<file path="config.mk">
export PLATFORM = sky130hd
export DESIGN_NAME = vsir_route
export DESIGN_NICKNAME = d
export VERILOG_FILES = /design/src/vsir_pkg.sv /design/src/vsir_route.sv
export SDC_FILE = /design/constraint.sdc
export NUM_CORES = 1
export LEC_CHECK = 0
export BUFFER_PORTS_ARGS = -buffer_cell sky130_fd_sc_hd__buf_2
export CORE_ASPECT_RATIO = 0.9
export CORE_MARGIN = 8
export CORE_UTILIZATION = 51
export DETAILED_ROUTE_END_ITERATION = 8
export HOLD_SLACK_MARGIN = 0.08
export PLACE_DENSITY = 0.78
export SLEW_MARGIN = 15
export SYNTH_ARGS = -nofsm -noshare
export SYNTH_HDL_FRONTEND = slang
export SYNTH_SLANG_ARGS = --single-unit
</file>
<file path="constraint.sdc">
create_clock -name pclk -period 1.9 [get_ports pclk]
set_input_delay 0.19 -clock pclk [delete_from_list [all_inputs] [get_ports pclk]]
set_output_delay 0.19 -clock pclk [all_outputs]
set_load 0.005 [all_outputs]
</file>
<file path="src/vsir_pkg.sv">
package vsir_pkg;

   // Register byte offsets on the APB port
   localparam logic [7:0] OFF_CLK_CTRL  = 8'h00;
   localparam logic [7:0] OFF_IRQ_SEL_B = 8'h04;
   localparam logic [7:0] OFF_IRQ_SEL_C = 8'h08;
   localparam logic [7:0] OFF_EVT_SEL   = 8'h0C;
   localparam logic [7:0] OFF_MEM_PRIO  = 8'h10;

   // Writable-bit masks; all other bits read as zero
   localparam logic [31:0] SEL4_MASK     = 32'h1F1F1F1F;
   localparam logic [31:0] SEL1_MASK     = 32'h0000001F;
   localparam logic [31:0] PRIO_MASK     = 32'h011FFFFE;
   localparam logic [31:0] CLK_CTRL_MASK = 32'h000000DD;

   // Reset values
   localparam logic [31:0] SEL_RST      = 32'h00000000;
   localparam logic [31:0] PRIO_RST     = 32'h00000000;
   localparam logic [31:0] CLK_CTRL_RST = 32'h00000019;

   // Field positions
   localparam int SEL_W         = 5;
   localparam int SEL_STRIDE    = 8;
   localparam int RGB_COPY_BIT  = 24;
   localparam int PRIO_HI_BIT   = 20;
   localparam int PRIO_LO_BIT   = 4;
   localparam int LIN_PRIO_BIT  = 1;
   localparam int SHADE1_BIT    = 3;
   localparam int SHADE0_BIT    = 2;
   localparam int LDC_OWNER_BIT = 7;
   localparam int OVL_OWNER_BIT = 6;
   localparam int LDC_GATE_BIT  = 3;
   localparam int ENC_HALF_BIT  = 2;
   localparam int BE_GATE_BIT   = 0;

   // Source code space
   localparam int NUM_SRC        = 30;
   localparam logic [31:0] RSVD_CODES = 32'hC00C9040;

   typedef struct packed {
      logic lens_distortion_mem_owner;
      logic overlay_mem_owner;
      logic lens_distortion_clk_gate;
      logic encoder_clk_halve;
      logic backend_clk_gate;
   } vsir_clk_ctl_t;

   typedef struct packed {
      logic        rgb_table_copy_en;
      logic [16:0] table_prio;
      logic        shading_table1_select;
      logic        shading_table0_select;
      logic        linearization_table_prio;
   } vsir_mem_ctl_t;

endpackage

</file>
<file path="src/vsir_route.sv">
// Register access over APB is this design's own decision.
`timescale 1ns/1ns
// Overview of operation
// - Second irq-select register: sources for outputs 7,6,5,4 at 28-24,20-16,12-8,4-0.
// - Third irq-select register: output 8 source in bits 4-0, rest reserved.
// - Event-select register: event 0..3 sources at 4-0,12-8,20-16,28-24.
// - Event codes 0..29 follow status order; 6,12,15,18,19,30,31 reserved.
// - Irq select codes decode to the same source list as events.
// - Priority register bit 24 enables RGB table copy.
// - Priority bits 20..4 and 1, reset 0; bits 0, 23-21 reserved.
// - Bits 3 and 2 are shading table memory-access selects, reset 0.
// - Clock control bit 7: lens-distortion memory to host when 1.
// - Clock control bit 6: overlay memory to host when 1.
// - Bit 3 gates lens clock, bit 0 overlay/encoder, bit 2 halves encoder.
// - Clock control register sits at offset 0.
// - Reserved fields read zero except clock control bit 4, writable and reset 1; defined fields take reset values.
module vsir_route #(
   parameter int NUM_IRQ = 5,
   parameter int NUM_EVT = 4
) (
   // APB slave
   input  wire logic                       pclk,
   input  wire logic                       presetn,
   input  wire logic                       psel,
   input  wire logic                       penable,
   input  wire logic                       pwrite,
   input  wire logic [7:0]                 paddr,
   input  wire logic [31:0]                pwdata,
   output logic      [31:0]                prdata,
   output logic                            pready,
   output logic                            pslverr,
   // Interrupt sources
   input  wire logic [vsir_pkg::NUM_SRC-1:0] irq_src,
   input  wire logic                       encoder_source_clock,
   // Routed outputs: irq 4..8, events 0..3
   output logic      [NUM_IRQ-1:0]         irq_out,
   output logic      [NUM_EVT-1:0]         evt_out,
   // Back-end control
   output vsir_pkg::vsir_clk_ctl_t         clk_ctl,
   output vsir_pkg::vsir_mem_ctl_t         mem_ctl,
   output logic                            encoder_clk_en
);

   // Register file, current and next values
   logic [31:0]                        irq_b_r;
   logic [31:0]                        irq_b_nxt;
   logic [31:0]                        irq_c_r;
   logic [31:0]                        irq_c_nxt;
   logic [31:0]                        evt_r;
   logic [31:0]                        evt_nxt;
   logic [31:0]                        prio_r;
   logic [31:0]                        prio_nxt;
   logic [31:0]                        cctl_r;
   logic [31:0]                        cctl_nxt;

   // Bus decode and answer
   logic                               access;
   logic                               done;
   logic                               hit;
   logic [31:0]                        rd_word;
   logic                               wr_irq_b;
   logic                               wr_irq_c;
   logic                               wr_evt;
   logic                               wr_prio;
   logic                               wr_cctl;
   logic [31:0]                        prdata_nxt;
   logic                               pready_nxt;
   logic                               pslverr_nxt;

   // Routing
   logic [31:0]                        src_live;
   logic [NUM_IRQ*vsir_pkg::SEL_W-1:0] irq_codes;
   logic [NUM_IRQ-1:0]                 irq_nxt;
   logic [NUM_EVT-1:0]                 evt_nxt_o;

   // Control outputs and encoder pacing
   vsir_pkg::vsir_clk_ctl_t            clk_ctl_nxt;
   vsir_pkg::vsir_mem_ctl_t            mem_ctl_nxt;
   logic                               half_r;
   logic                               half_nxt;
   logic                               enc_en_nxt;

   // Select fields per register, one every stride bits
   localparam int SEL_PER_REG = $bits(irq_b_r) / vsir_pkg::SEL_STRIDE;

   genvar gi;

   // Access phase before the answer; done marks the edge that completes a
   // transfer, the only edge at which the master promises to hold everything
   assign access = psel && penable && !pready;
   assign done   = psel && penable && pready;

   // Writes land only at the completing edge, never while the access still waits;
   // an unmapped address raises no strobe, so the write is dropped
   assign wr_irq_b = done && pwrite && (paddr == vsir_pkg::OFF_IRQ_SEL_B);
   assign wr_irq_c = done && pwrite && (paddr == vsir_pkg::OFF_IRQ_SEL_C);
   assign wr_evt   = done && pwrite && (paddr == vsir_pkg::OFF_EVT_SEL);
   assign wr_prio  = done && pwrite && (paddr == vsir_pkg::OFF_MEM_PRIO);
   assign wr_cctl  = done && pwrite && (paddr == vsir_pkg::OFF_CLK_CTRL);

   // Select register next values; masks drop reserved bits so they read zero
   // even when software is careless about them
   always_comb begin
      irq_b_nxt = irq_b_r;
      irq_c_nxt = irq_c_r;
      evt_nxt   = evt_r;
      if (wr_irq_b) begin
         irq_b_nxt = pwdata & vsir_pkg::SEL4_MASK;
      end
      if (wr_irq_c) begin
         irq_c_nxt = pwdata & vsir_pkg::SEL1_MASK;
      end
      if (wr_evt) begin
         evt_nxt = pwdata & vsir_pkg::SEL4_MASK;
      end
   end

   // Select register flops; all routes start on code zero
   always_ff @(posedge pclk or negedge presetn) begin
      if (!presetn) begin
         irq_b_r <= vsir_pkg::SEL_RST;
         irq_c_r <= vsir_pkg::SEL_RST;
         evt_r   <= vsir_pkg::SEL_RST;
      end else begin
         irq_b_r <= irq_b_nxt;
         irq_c_r <= irq_c_nxt;
         evt_r   <= evt_nxt;
      end
   end

   // Control register next values; same masking as the selects
   always_comb begin
      prio_nxt = prio_r;
      cctl_nxt = cctl_r;
      if (wr_prio) begin
         prio_nxt = pwdata & vsir_pkg::PRIO_MASK;
      end
      if (wr_cctl) begin
         cctl_nxt = pwdata & vsir_pkg::CLK_CTRL_MASK;
      end
   end

   // Control register flops; clock control leaves reset with both gates open,
   // so the back end runs before software touches anything
   always_ff @(posedge pclk or negedge presetn) begin
      if (!presetn) begin
         prio_r <= vsir_pkg::PRIO_RST;
         cctl_r <= vsir_pkg::CLK_CTRL_RST;
      end else begin
         prio_r <= prio_nxt;
         cctl_r <= cctl_nxt;
      end
   end

   // Read decode; an unmapped address reads zero and is answered with an error
   // rather than aliasing onto a real register
   always_comb begin
      hit     = 1'b1;
      rd_word = '0;
      unique case (paddr)
         vsir_pkg::OFF_CLK_CTRL:  rd_word = cctl_r;
         vsir_pkg::OFF_IRQ_SEL_B: rd_word = irq_b_r;
         vsir_pkg::OFF_IRQ_SEL_C: rd_word = irq_c_r;
         vsir_pkg::OFF_EVT_SEL:   rd_word = evt_r;
         vsir_pkg::OFF_MEM_PRIO:  rd_word = prio_r;
         default:                 hit     = 1'b0;
      endcase
   end

   // Slave answer: one wait state; prdata is loaded while the access waits,
   // so it stands at the completing edge and holds until the next read
   always_comb begin
      pready_nxt  = access;
      pslverr_nxt = access && !hit;
      prdata_nxt  = prdata;
      if (access && !pwrite) begin
         prdata_nxt = rd_word;
      end
   end

   // Answer flops; pready is a one-cycle pulse, so done never repeats a write
   always_ff @(posedge pclk or negedge presetn) begin
      if (!presetn) begin
         prdata  <= '0;
         pready  <= 1'b0;
         pslverr <= 1'b0;
      end else begin
         prdata  <= prdata_nxt;
         pready  <= pready_nxt;
         pslverr <= pslverr_nxt;
      end
   end

   // Reserved codes and codes past the last source pick a bit held low, which
   // also keeps every select index inside the vector
   assign src_live = 32'(irq_src) & ~vsir_pkg::RSVD_CODES;

   // Gather the irq select fields: register B carries outputs 4..7 in its four
   // slots, register C carries output 8 in its lowest slot
   generate
      for (gi = 0; gi < NUM_IRQ; gi++) begin : g_code
         if (gi < SEL_PER_REG) begin : g_b
            assign irq_codes[gi*vsir_pkg::SEL_W +: vsir_pkg::SEL_W] =
               irq_b_r[gi*vsir_pkg::SEL_STRIDE +: vsir_pkg::SEL_W];
         end else begin : g_c
            assign irq_codes[gi*vsir_pkg::SEL_W +: vsir_pkg::SEL_W] =
               irq_c_r[(gi-SEL_PER_REG)*vsir_pkg::SEL_STRIDE +: vsir_pkg::SEL_W];
         end
      end
   endgenerate

   // Per-channel source mux; each channel reads only its own field, so a write
   // to one select cannot disturb the other channels
   generate
      for (gi = 0; gi < NUM_IRQ; gi++) begin : g_irq
         logic [vsir_pkg::SEL_W-1:0] code;
         assign code        = irq_codes[gi*vsir_pkg::SEL_W +: vsir_pkg::SEL_W];
         assign irq_nxt[gi] = src_live[code];
      end
      for (gi = 0; gi < NUM_EVT; gi++) begin : g_evt
         logic [vsir_pkg::SEL_W-1:0] code;
         assign code          = evt_r[gi*vsir_pkg::SEL_STRIDE +: vsir_pkg::SEL_W];
         assign evt_nxt_o[gi] = src_live[code];
      end
   endgenerate

   // Routed outputs; a new select shows one cycle after its write lands, and
   // the flop hides any mux settling while the select changes
   always_ff @(posedge pclk or negedge presetn) begin
      if (!presetn) begin
         irq_out <= '0;
         evt_out <= '0;
      end else begin
         irq_out <= irq_nxt;
         evt_out <= evt_nxt_o;
      end
   end

   // Control outputs mirror register fields one to one
   always_comb begin
      clk_ctl_nxt.lens_distortion_mem_owner = cctl_r[vsir_pkg::LDC_OWNER_BIT];
      clk_ctl_nxt.overlay_mem_owner         = cctl_r[vsir_pkg::OVL_OWNER_BIT];
      clk_ctl_nxt.lens_distortion_clk_gate  = cctl_r[vsir_pkg::LDC_GATE_BIT];
      clk_ctl_nxt.encoder_clk_halve         = cctl_r[vsir_pkg::ENC_HALF_BIT];
      clk_ctl_nxt.backend_clk_gate          = cctl_r[vsir_pkg::BE_GATE_BIT];
      mem_ctl_nxt.rgb_table_copy_en         = prio_r[vsir_pkg::RGB_COPY_BIT];
      mem_ctl_nxt.table_prio = prio_r[vsir_pkg::PRIO_HI_BIT:vsir_pkg::PRIO_LO_BIT];
      mem_ctl_nxt.shading_table1_select     = prio_r[vsir_pkg::SHADE1_BIT];
      mem_ctl_nxt.shading_table0_select     = prio_r[vsir_pkg::SHADE0_BIT];
      mem_ctl_nxt.linearization_table_prio  = prio_r[vsir_pkg::LIN_PRIO_BIT];
   end

   // Control flops; registered so the clock gates and memory owners never
   // see a decode glitch during a bus write
   always_ff @(posedge pclk or negedge presetn) begin
      if (!presetn) begin
         clk_ctl <= '0;
         mem_ctl <= '0;
      end else begin
         clk_ctl <= clk_ctl_nxt;
         mem_ctl <= mem_ctl_nxt;
      end
   end

   // Encoder pacing: enable every cycle, or every other cycle when halved; the
   // toggle restarts from zero whenever halving is off. The encoder clock pin
   // itself is divided outside; this only shows the rate it should run at
   always_comb begin
      half_nxt   = cctl_r[vsir_pkg::ENC_HALF_BIT] ? !half_r : 1'b0;
      enc_en_nxt = cctl_r[vsir_pkg::BE_GATE_BIT] &&
                   (!cctl_r[vsir_pkg::ENC_HALF_BIT] || !half_r);
   end

   // Encoder pacing flops; enable is low in reset until the gate is seen open
   always_ff @(posedge pclk or negedge presetn) begin
      if (!presetn) begin
         half_r         <= 1'b0;
         encoder_clk_en <= 1'b0;
      end else begin
         half_r         <= half_nxt;
         encoder_clk_en <= enc_en_nxt;
      end
   end

endmodule

</file>
== After elaboration in Yosys (flattened, before gate mapping) ==
Cells that the tools add are included.

* Order comparisons: 9
* Eq/ne operators: 4
* Multiplexer cells: 21
* Reductions and logical operators: 20

{| class="wikitable"
|+ Operator list
! cell !! number
|-
| case mux 29 bit (5 select lines) || 1
|-
| < comparator 5 x 6 -> 1 bit (second input constant) || 9
|-
| binary-select mux 1 bit (select 5 bit) || 9
|-
| equality test 8 x 4 -> 1 bit (second input constant) || 2
|-
| logical AND 1 bit || 12
|-
| 2-to-1 mux 1 bit || 11
|-
| equality test 8 x 3 -> 1 bit (second input constant) || 1
|-
| equality test 8 x 5 -> 1 bit (second input constant) || 1
|-
| zero test 8 bit || 1
|-
| zero test 1 bit || 5
|-
| OR reduction 5 bit || 1
|-
| logical OR 1 bit || 1
|}

* Bits in registers: 143
* Bits of input ports: 76
* Output and inout port bits: 70
* Word-level logic and storage cells: 76

== Logic depth before layout (Yosys ltp) ==
* Depth in word-level cells: 5
* Mapped depth: 6
* Mapped depth without buffers: 4

== Worst setup path before layout ==
Ideal clock, no wire load.

* Path type: input port to flip-flop
* Start point: input port paddr[7]
* End point: register irq_b_r[0]
* Setup time: 0.125 ns
* Data arrival time: 1.915 ns
* Required time: 1.775 ns
* Slack: -0.140 ns
* Stages on the path: 6
* Path buffers: 2
* Cells stage by stage: or4_4 > buf_6 > or3_4 > nor3_4 > buf_6 > mux2_4

* Cells in the longest elaborated chain, start to end: 2

{| class="wikitable"
|+ RTL lines
! what !! RTL line !! text
|-
| start: declaration || vsir_route.sv:27 || <nowiki>input wire logic [7:0] paddr,</nowiki>
|-
| equality test 8 x 3 -> 1 bit || vsir_route.sv:95 || <nowiki>assign wr_irq_b = done && pwrite && (paddr == vsir_pkg::OFF_IRQ_SEL_B);</nowiki>
|-
| logical AND 1 bit || vsir_route.sv:95 ||
|-
| end signal: assignment || vsir_route.sv:121 || <nowiki>irq_b_r <= vsir_pkg::SEL_RST;</nowiki>
|-
| end signal: assignment || vsir_route.sv:125 || <nowiki>irq_b_r <= irq_b_nxt;</nowiki>
|-
| end: declaration || vsir_route.sv:45 || <nowiki>logic [31:0] irq_b_r;</nowiki>
|}

Every way passes these cells.
A chain may end at the register's enable or synchronous reset.

== Worst setup path after layout ==
* Start point: register pready
* End point: register irq_b_r[16]

* Cells in the longest elaborated chain, start to end: 3

{| class="wikitable"
|+ RTL lines
! what !! RTL line !! text
|-
| start: declaration || vsir_route.sv:30 || <nowiki>output logic pready,</nowiki>
|-
| start signal: assignment || vsir_route.sv:189 || <nowiki>pready <= pready_nxt;</nowiki>
|-
| logical AND 1 bit || vsir_route.sv:91 || <nowiki>assign done = psel && penable && pready;</nowiki>
|-
| logical AND 1 bit (2 in a row) || vsir_route.sv:95 ||
|}

Every way passes these cells.

==> qor.yml <==
status: "complete, no violations"
drt-vias-per-instance: 6.124
dieArea_sq_um: 18870
diodes: 0
worstHoldPathType: "input pin to async pin"
maxCapViolCount: 0
setup_viol: 0
clockBufferDepth: 2
core_region_area_sq_um: 14560
place_area_sq_um: 8547
final-seq-area_sq_um: 3433
ff2ff_path_depth: 5
io_pins: 146
multi_input_area_sq_um: 3839
grt_pass1_vias: 6259
hold_ws_ns: 0.2466
drt-pass1-iter-count: 5
fin_total_pwr_mw: 6.947
gp_congestion: 0.9033
path_max_fanout: 15
worstSetupStartpointType: "flop"
fin_crit_sh: 0.9458
routed_wl_um: 22190
syn_avg_cell_area_sq_um: 12.60
netlist_instances: 596
grt.overflow.total: 0
end_kind: "flop"
crit_type: "flop to flop"
synthFlopType: "dfrtp_1"
vdd_drop_max_v: 0.0005962
drcViolationCount: 0
worst_slack_ns: 0.1029
fmax_mhz: 556.4
antenna_left: 0
slew_violations: 0
rr_endpoint: "irq_b_r[16]"
htreeDepth: 4
seq_area_frac_synth: 0.4570
post-cts-setup-buffers: 0
grt_max_degree: 42
vias: 5934
initial_core_util: 0.5159
fp-row-count: 42
clockRootBuffer: "clkbuf_16"
layout-drive-gt1-share: 0.4176
nNetsFinal: 834
setup_tns_ns: 0
hpwl_um: 15340
min_period_ns: 1.797
synth_warnings: 0
fin_util: 0.6500
cts_sinks: 137
final_cell_area_sq_um: 9462
antenna_found_initial: 0
synth_seq_cells: 137
dp_slack_ns: -0.2123
dp_cells: 908
synth_cell_types: 48
clk_pin_slew_ns: 0.06
fp.dieH_um: 131.1
routedWlPerCell_um: 22.90
routed.top_layer: "met4"
hold_viol: 0
clock_latency_ns: 0.43
grt_pass1_wl_um: 35220
wl_met1_um: 8419
synth_edf_count: 0
die_w_um: 143.9
arrival_ns: 2.10
met2_wirelength_um: 11190
portBuffers: 127
nFillCells: 1050
drt_iter0_drc: 734
p_leak_nw: 4.312
wl_met3_um: 1798
fin_worst_skew_ns: 0.006418
grt_usage: 0.2413
ff2ff_setup_slack_ns: 0.10
postSynth.asyncResetShare: 1.000
layout.cells.non_filler: 969
required_ns: 2.21
power.density_nw_per_um2: 734.2
numCtsBuffers: 17
r2r-start: "pready"
cts_tree: "done"
area_delta_synth_final_pct: 25.99
synth_area_sq_um: 7510
[sequential cells by signal, summed over array words and instances, names as in the netlist]
signal and flops:
pslverr 1, half_r 1, irq_b_r 20, evt_out 4, prdata 26, clk_ctl 5, irq_out 5, cctl_r 6
encoder_clk_en 1, irq_c_r 5, prio_r 21, mem_ctl 21, pready 1, evt_r 20
[worst max-delay path: stages, from the launching register on]
cell and delay, ns:
dfrtp_1 0.41, nand4_1 0.15, or3_4 0.40, nor3_4 0.18, buf_12 0.21, mux2_4 0.32
[logic make-up after synthesis]
group           count (synthesis)  share of synthesized area
compound gates                130                     0.1185
buf+inv                        62                    0.04032
flops                         137                     0.4570
mux                           146                     0.2902
other cells                     1                  0.0004994
simple gates                  120                    0.09347
[report_power, final]
part           switching (mW)  internal, mW  leakage, nW  total [mW]
clock                    1.30          2.14        0.294        3.45
sequential             0.0149          2.94         1.88        2.95
combinational           0.316         0.231         2.14       0.547
[cells in the mapped netlist (2+ instances only)]
cell type,count,area [sq um]
nor2b_1,18,112.6
buf_1,13,48.80
nor4_1,2,12.51
nand2b_1,13,81.33
a41oi_1,6,52.55
nor3b_1,4,30.03
a311oi_1,3,26.28
nand3_1,9,45.04
buf_6,5,56.30
o21ai_0,52,260.3
a21boi_0,2,15.01
a31oi_1,2,12.51
mux2_4,40,600.6
o21a_1,6,45.04
mux2_1,2,22.52
buf_2,2,10.01
nand3b_1,15,112.6
nor3_1,11,55.05
a211oi_1,12,90.09
a22o_1,15,131.4
a32o_1,4,40.04
clkbuf_1,33,123.9
a2bb2oi_1,2,17.52
dfrtp_1,134,3353
mux2_2,32,360.4
a22oi_1,11,82.58
buf_4,8,60.06
nand2_1,30,112.6
dfstp_2,3,78.83
o22ai_1,7,43.79
mux4_2,38,855.8
a211o_1,6,52.55
nor2_1,6,22.52
mux2i_1,34,340.3
a222oi_1,2,20.02
and3b_1,2,17.52
[cells in the final DEF, fill, tap and decap left out, types with 11 or more instances in the layout]
| master | count |
|---|---|
| a211oi_1 | 12 |
| mux4_2 | 38 |
| nand2_1 | 30 |
| nand2b_1 | 13 |
| buf_4 | 38 |
| dfrtp_1 | 133 |
| mux2_4 | 50 |
| a22o_1 | 15 |
| mux2_2 | 22 |
| nand3b_1 | 15 |
| nor2b_1 | 18 |
| dlygate4sd3_1 | 29 |
| clkbuf_16 | 17 |
| nor3_1 | 11 |
| o21ai_0 | 52 |
| buf_2 | 126 |
| mux2i_1 | 34 |
| a22oi_1 | 11 |
[area by class of cell]
type / count / area share
clock buffers: 19 / 0.04787
clock inverters: 13 / 0.01772
inverters: 1 / 0.0003967
multi-input cells: 402 / 0.4057
flip-flops and latches: 137 / 0.3629
well taps: 198 / 0.02618
repair buffers: 199 / 0.1392
[timing repair]
item	CTS	global route
endpoints found under the setup margin	0	5
endpoints found under the hold margin	140	0
hold buffers	29	0
resized for setup	0	2
[worst max-delay path by stage]
stage                     startpoint     endpoint  cells after the start
after floorplan             paddr[7]   irq_b_r[0]                      6
after global placement      paddr[7]  irq_b_r[26]                      6
after detailed placement    paddr[7]  irq_b_r[16]                      6
after CTS                 irq_b_r[0]   irq_out[0]                      4
after global routing         penable   prdata[26]                      8
final                         pready  irq_b_r[16]                      5
[metal layers]
metal,vias to the layer above,GRT usage
met3,67,0.04815
met5,-,0
met4,0,0.1179
met2,328,0.3932
met1,2963,0.2999
li1,2576,-
(Power assumes the default switching activity.)
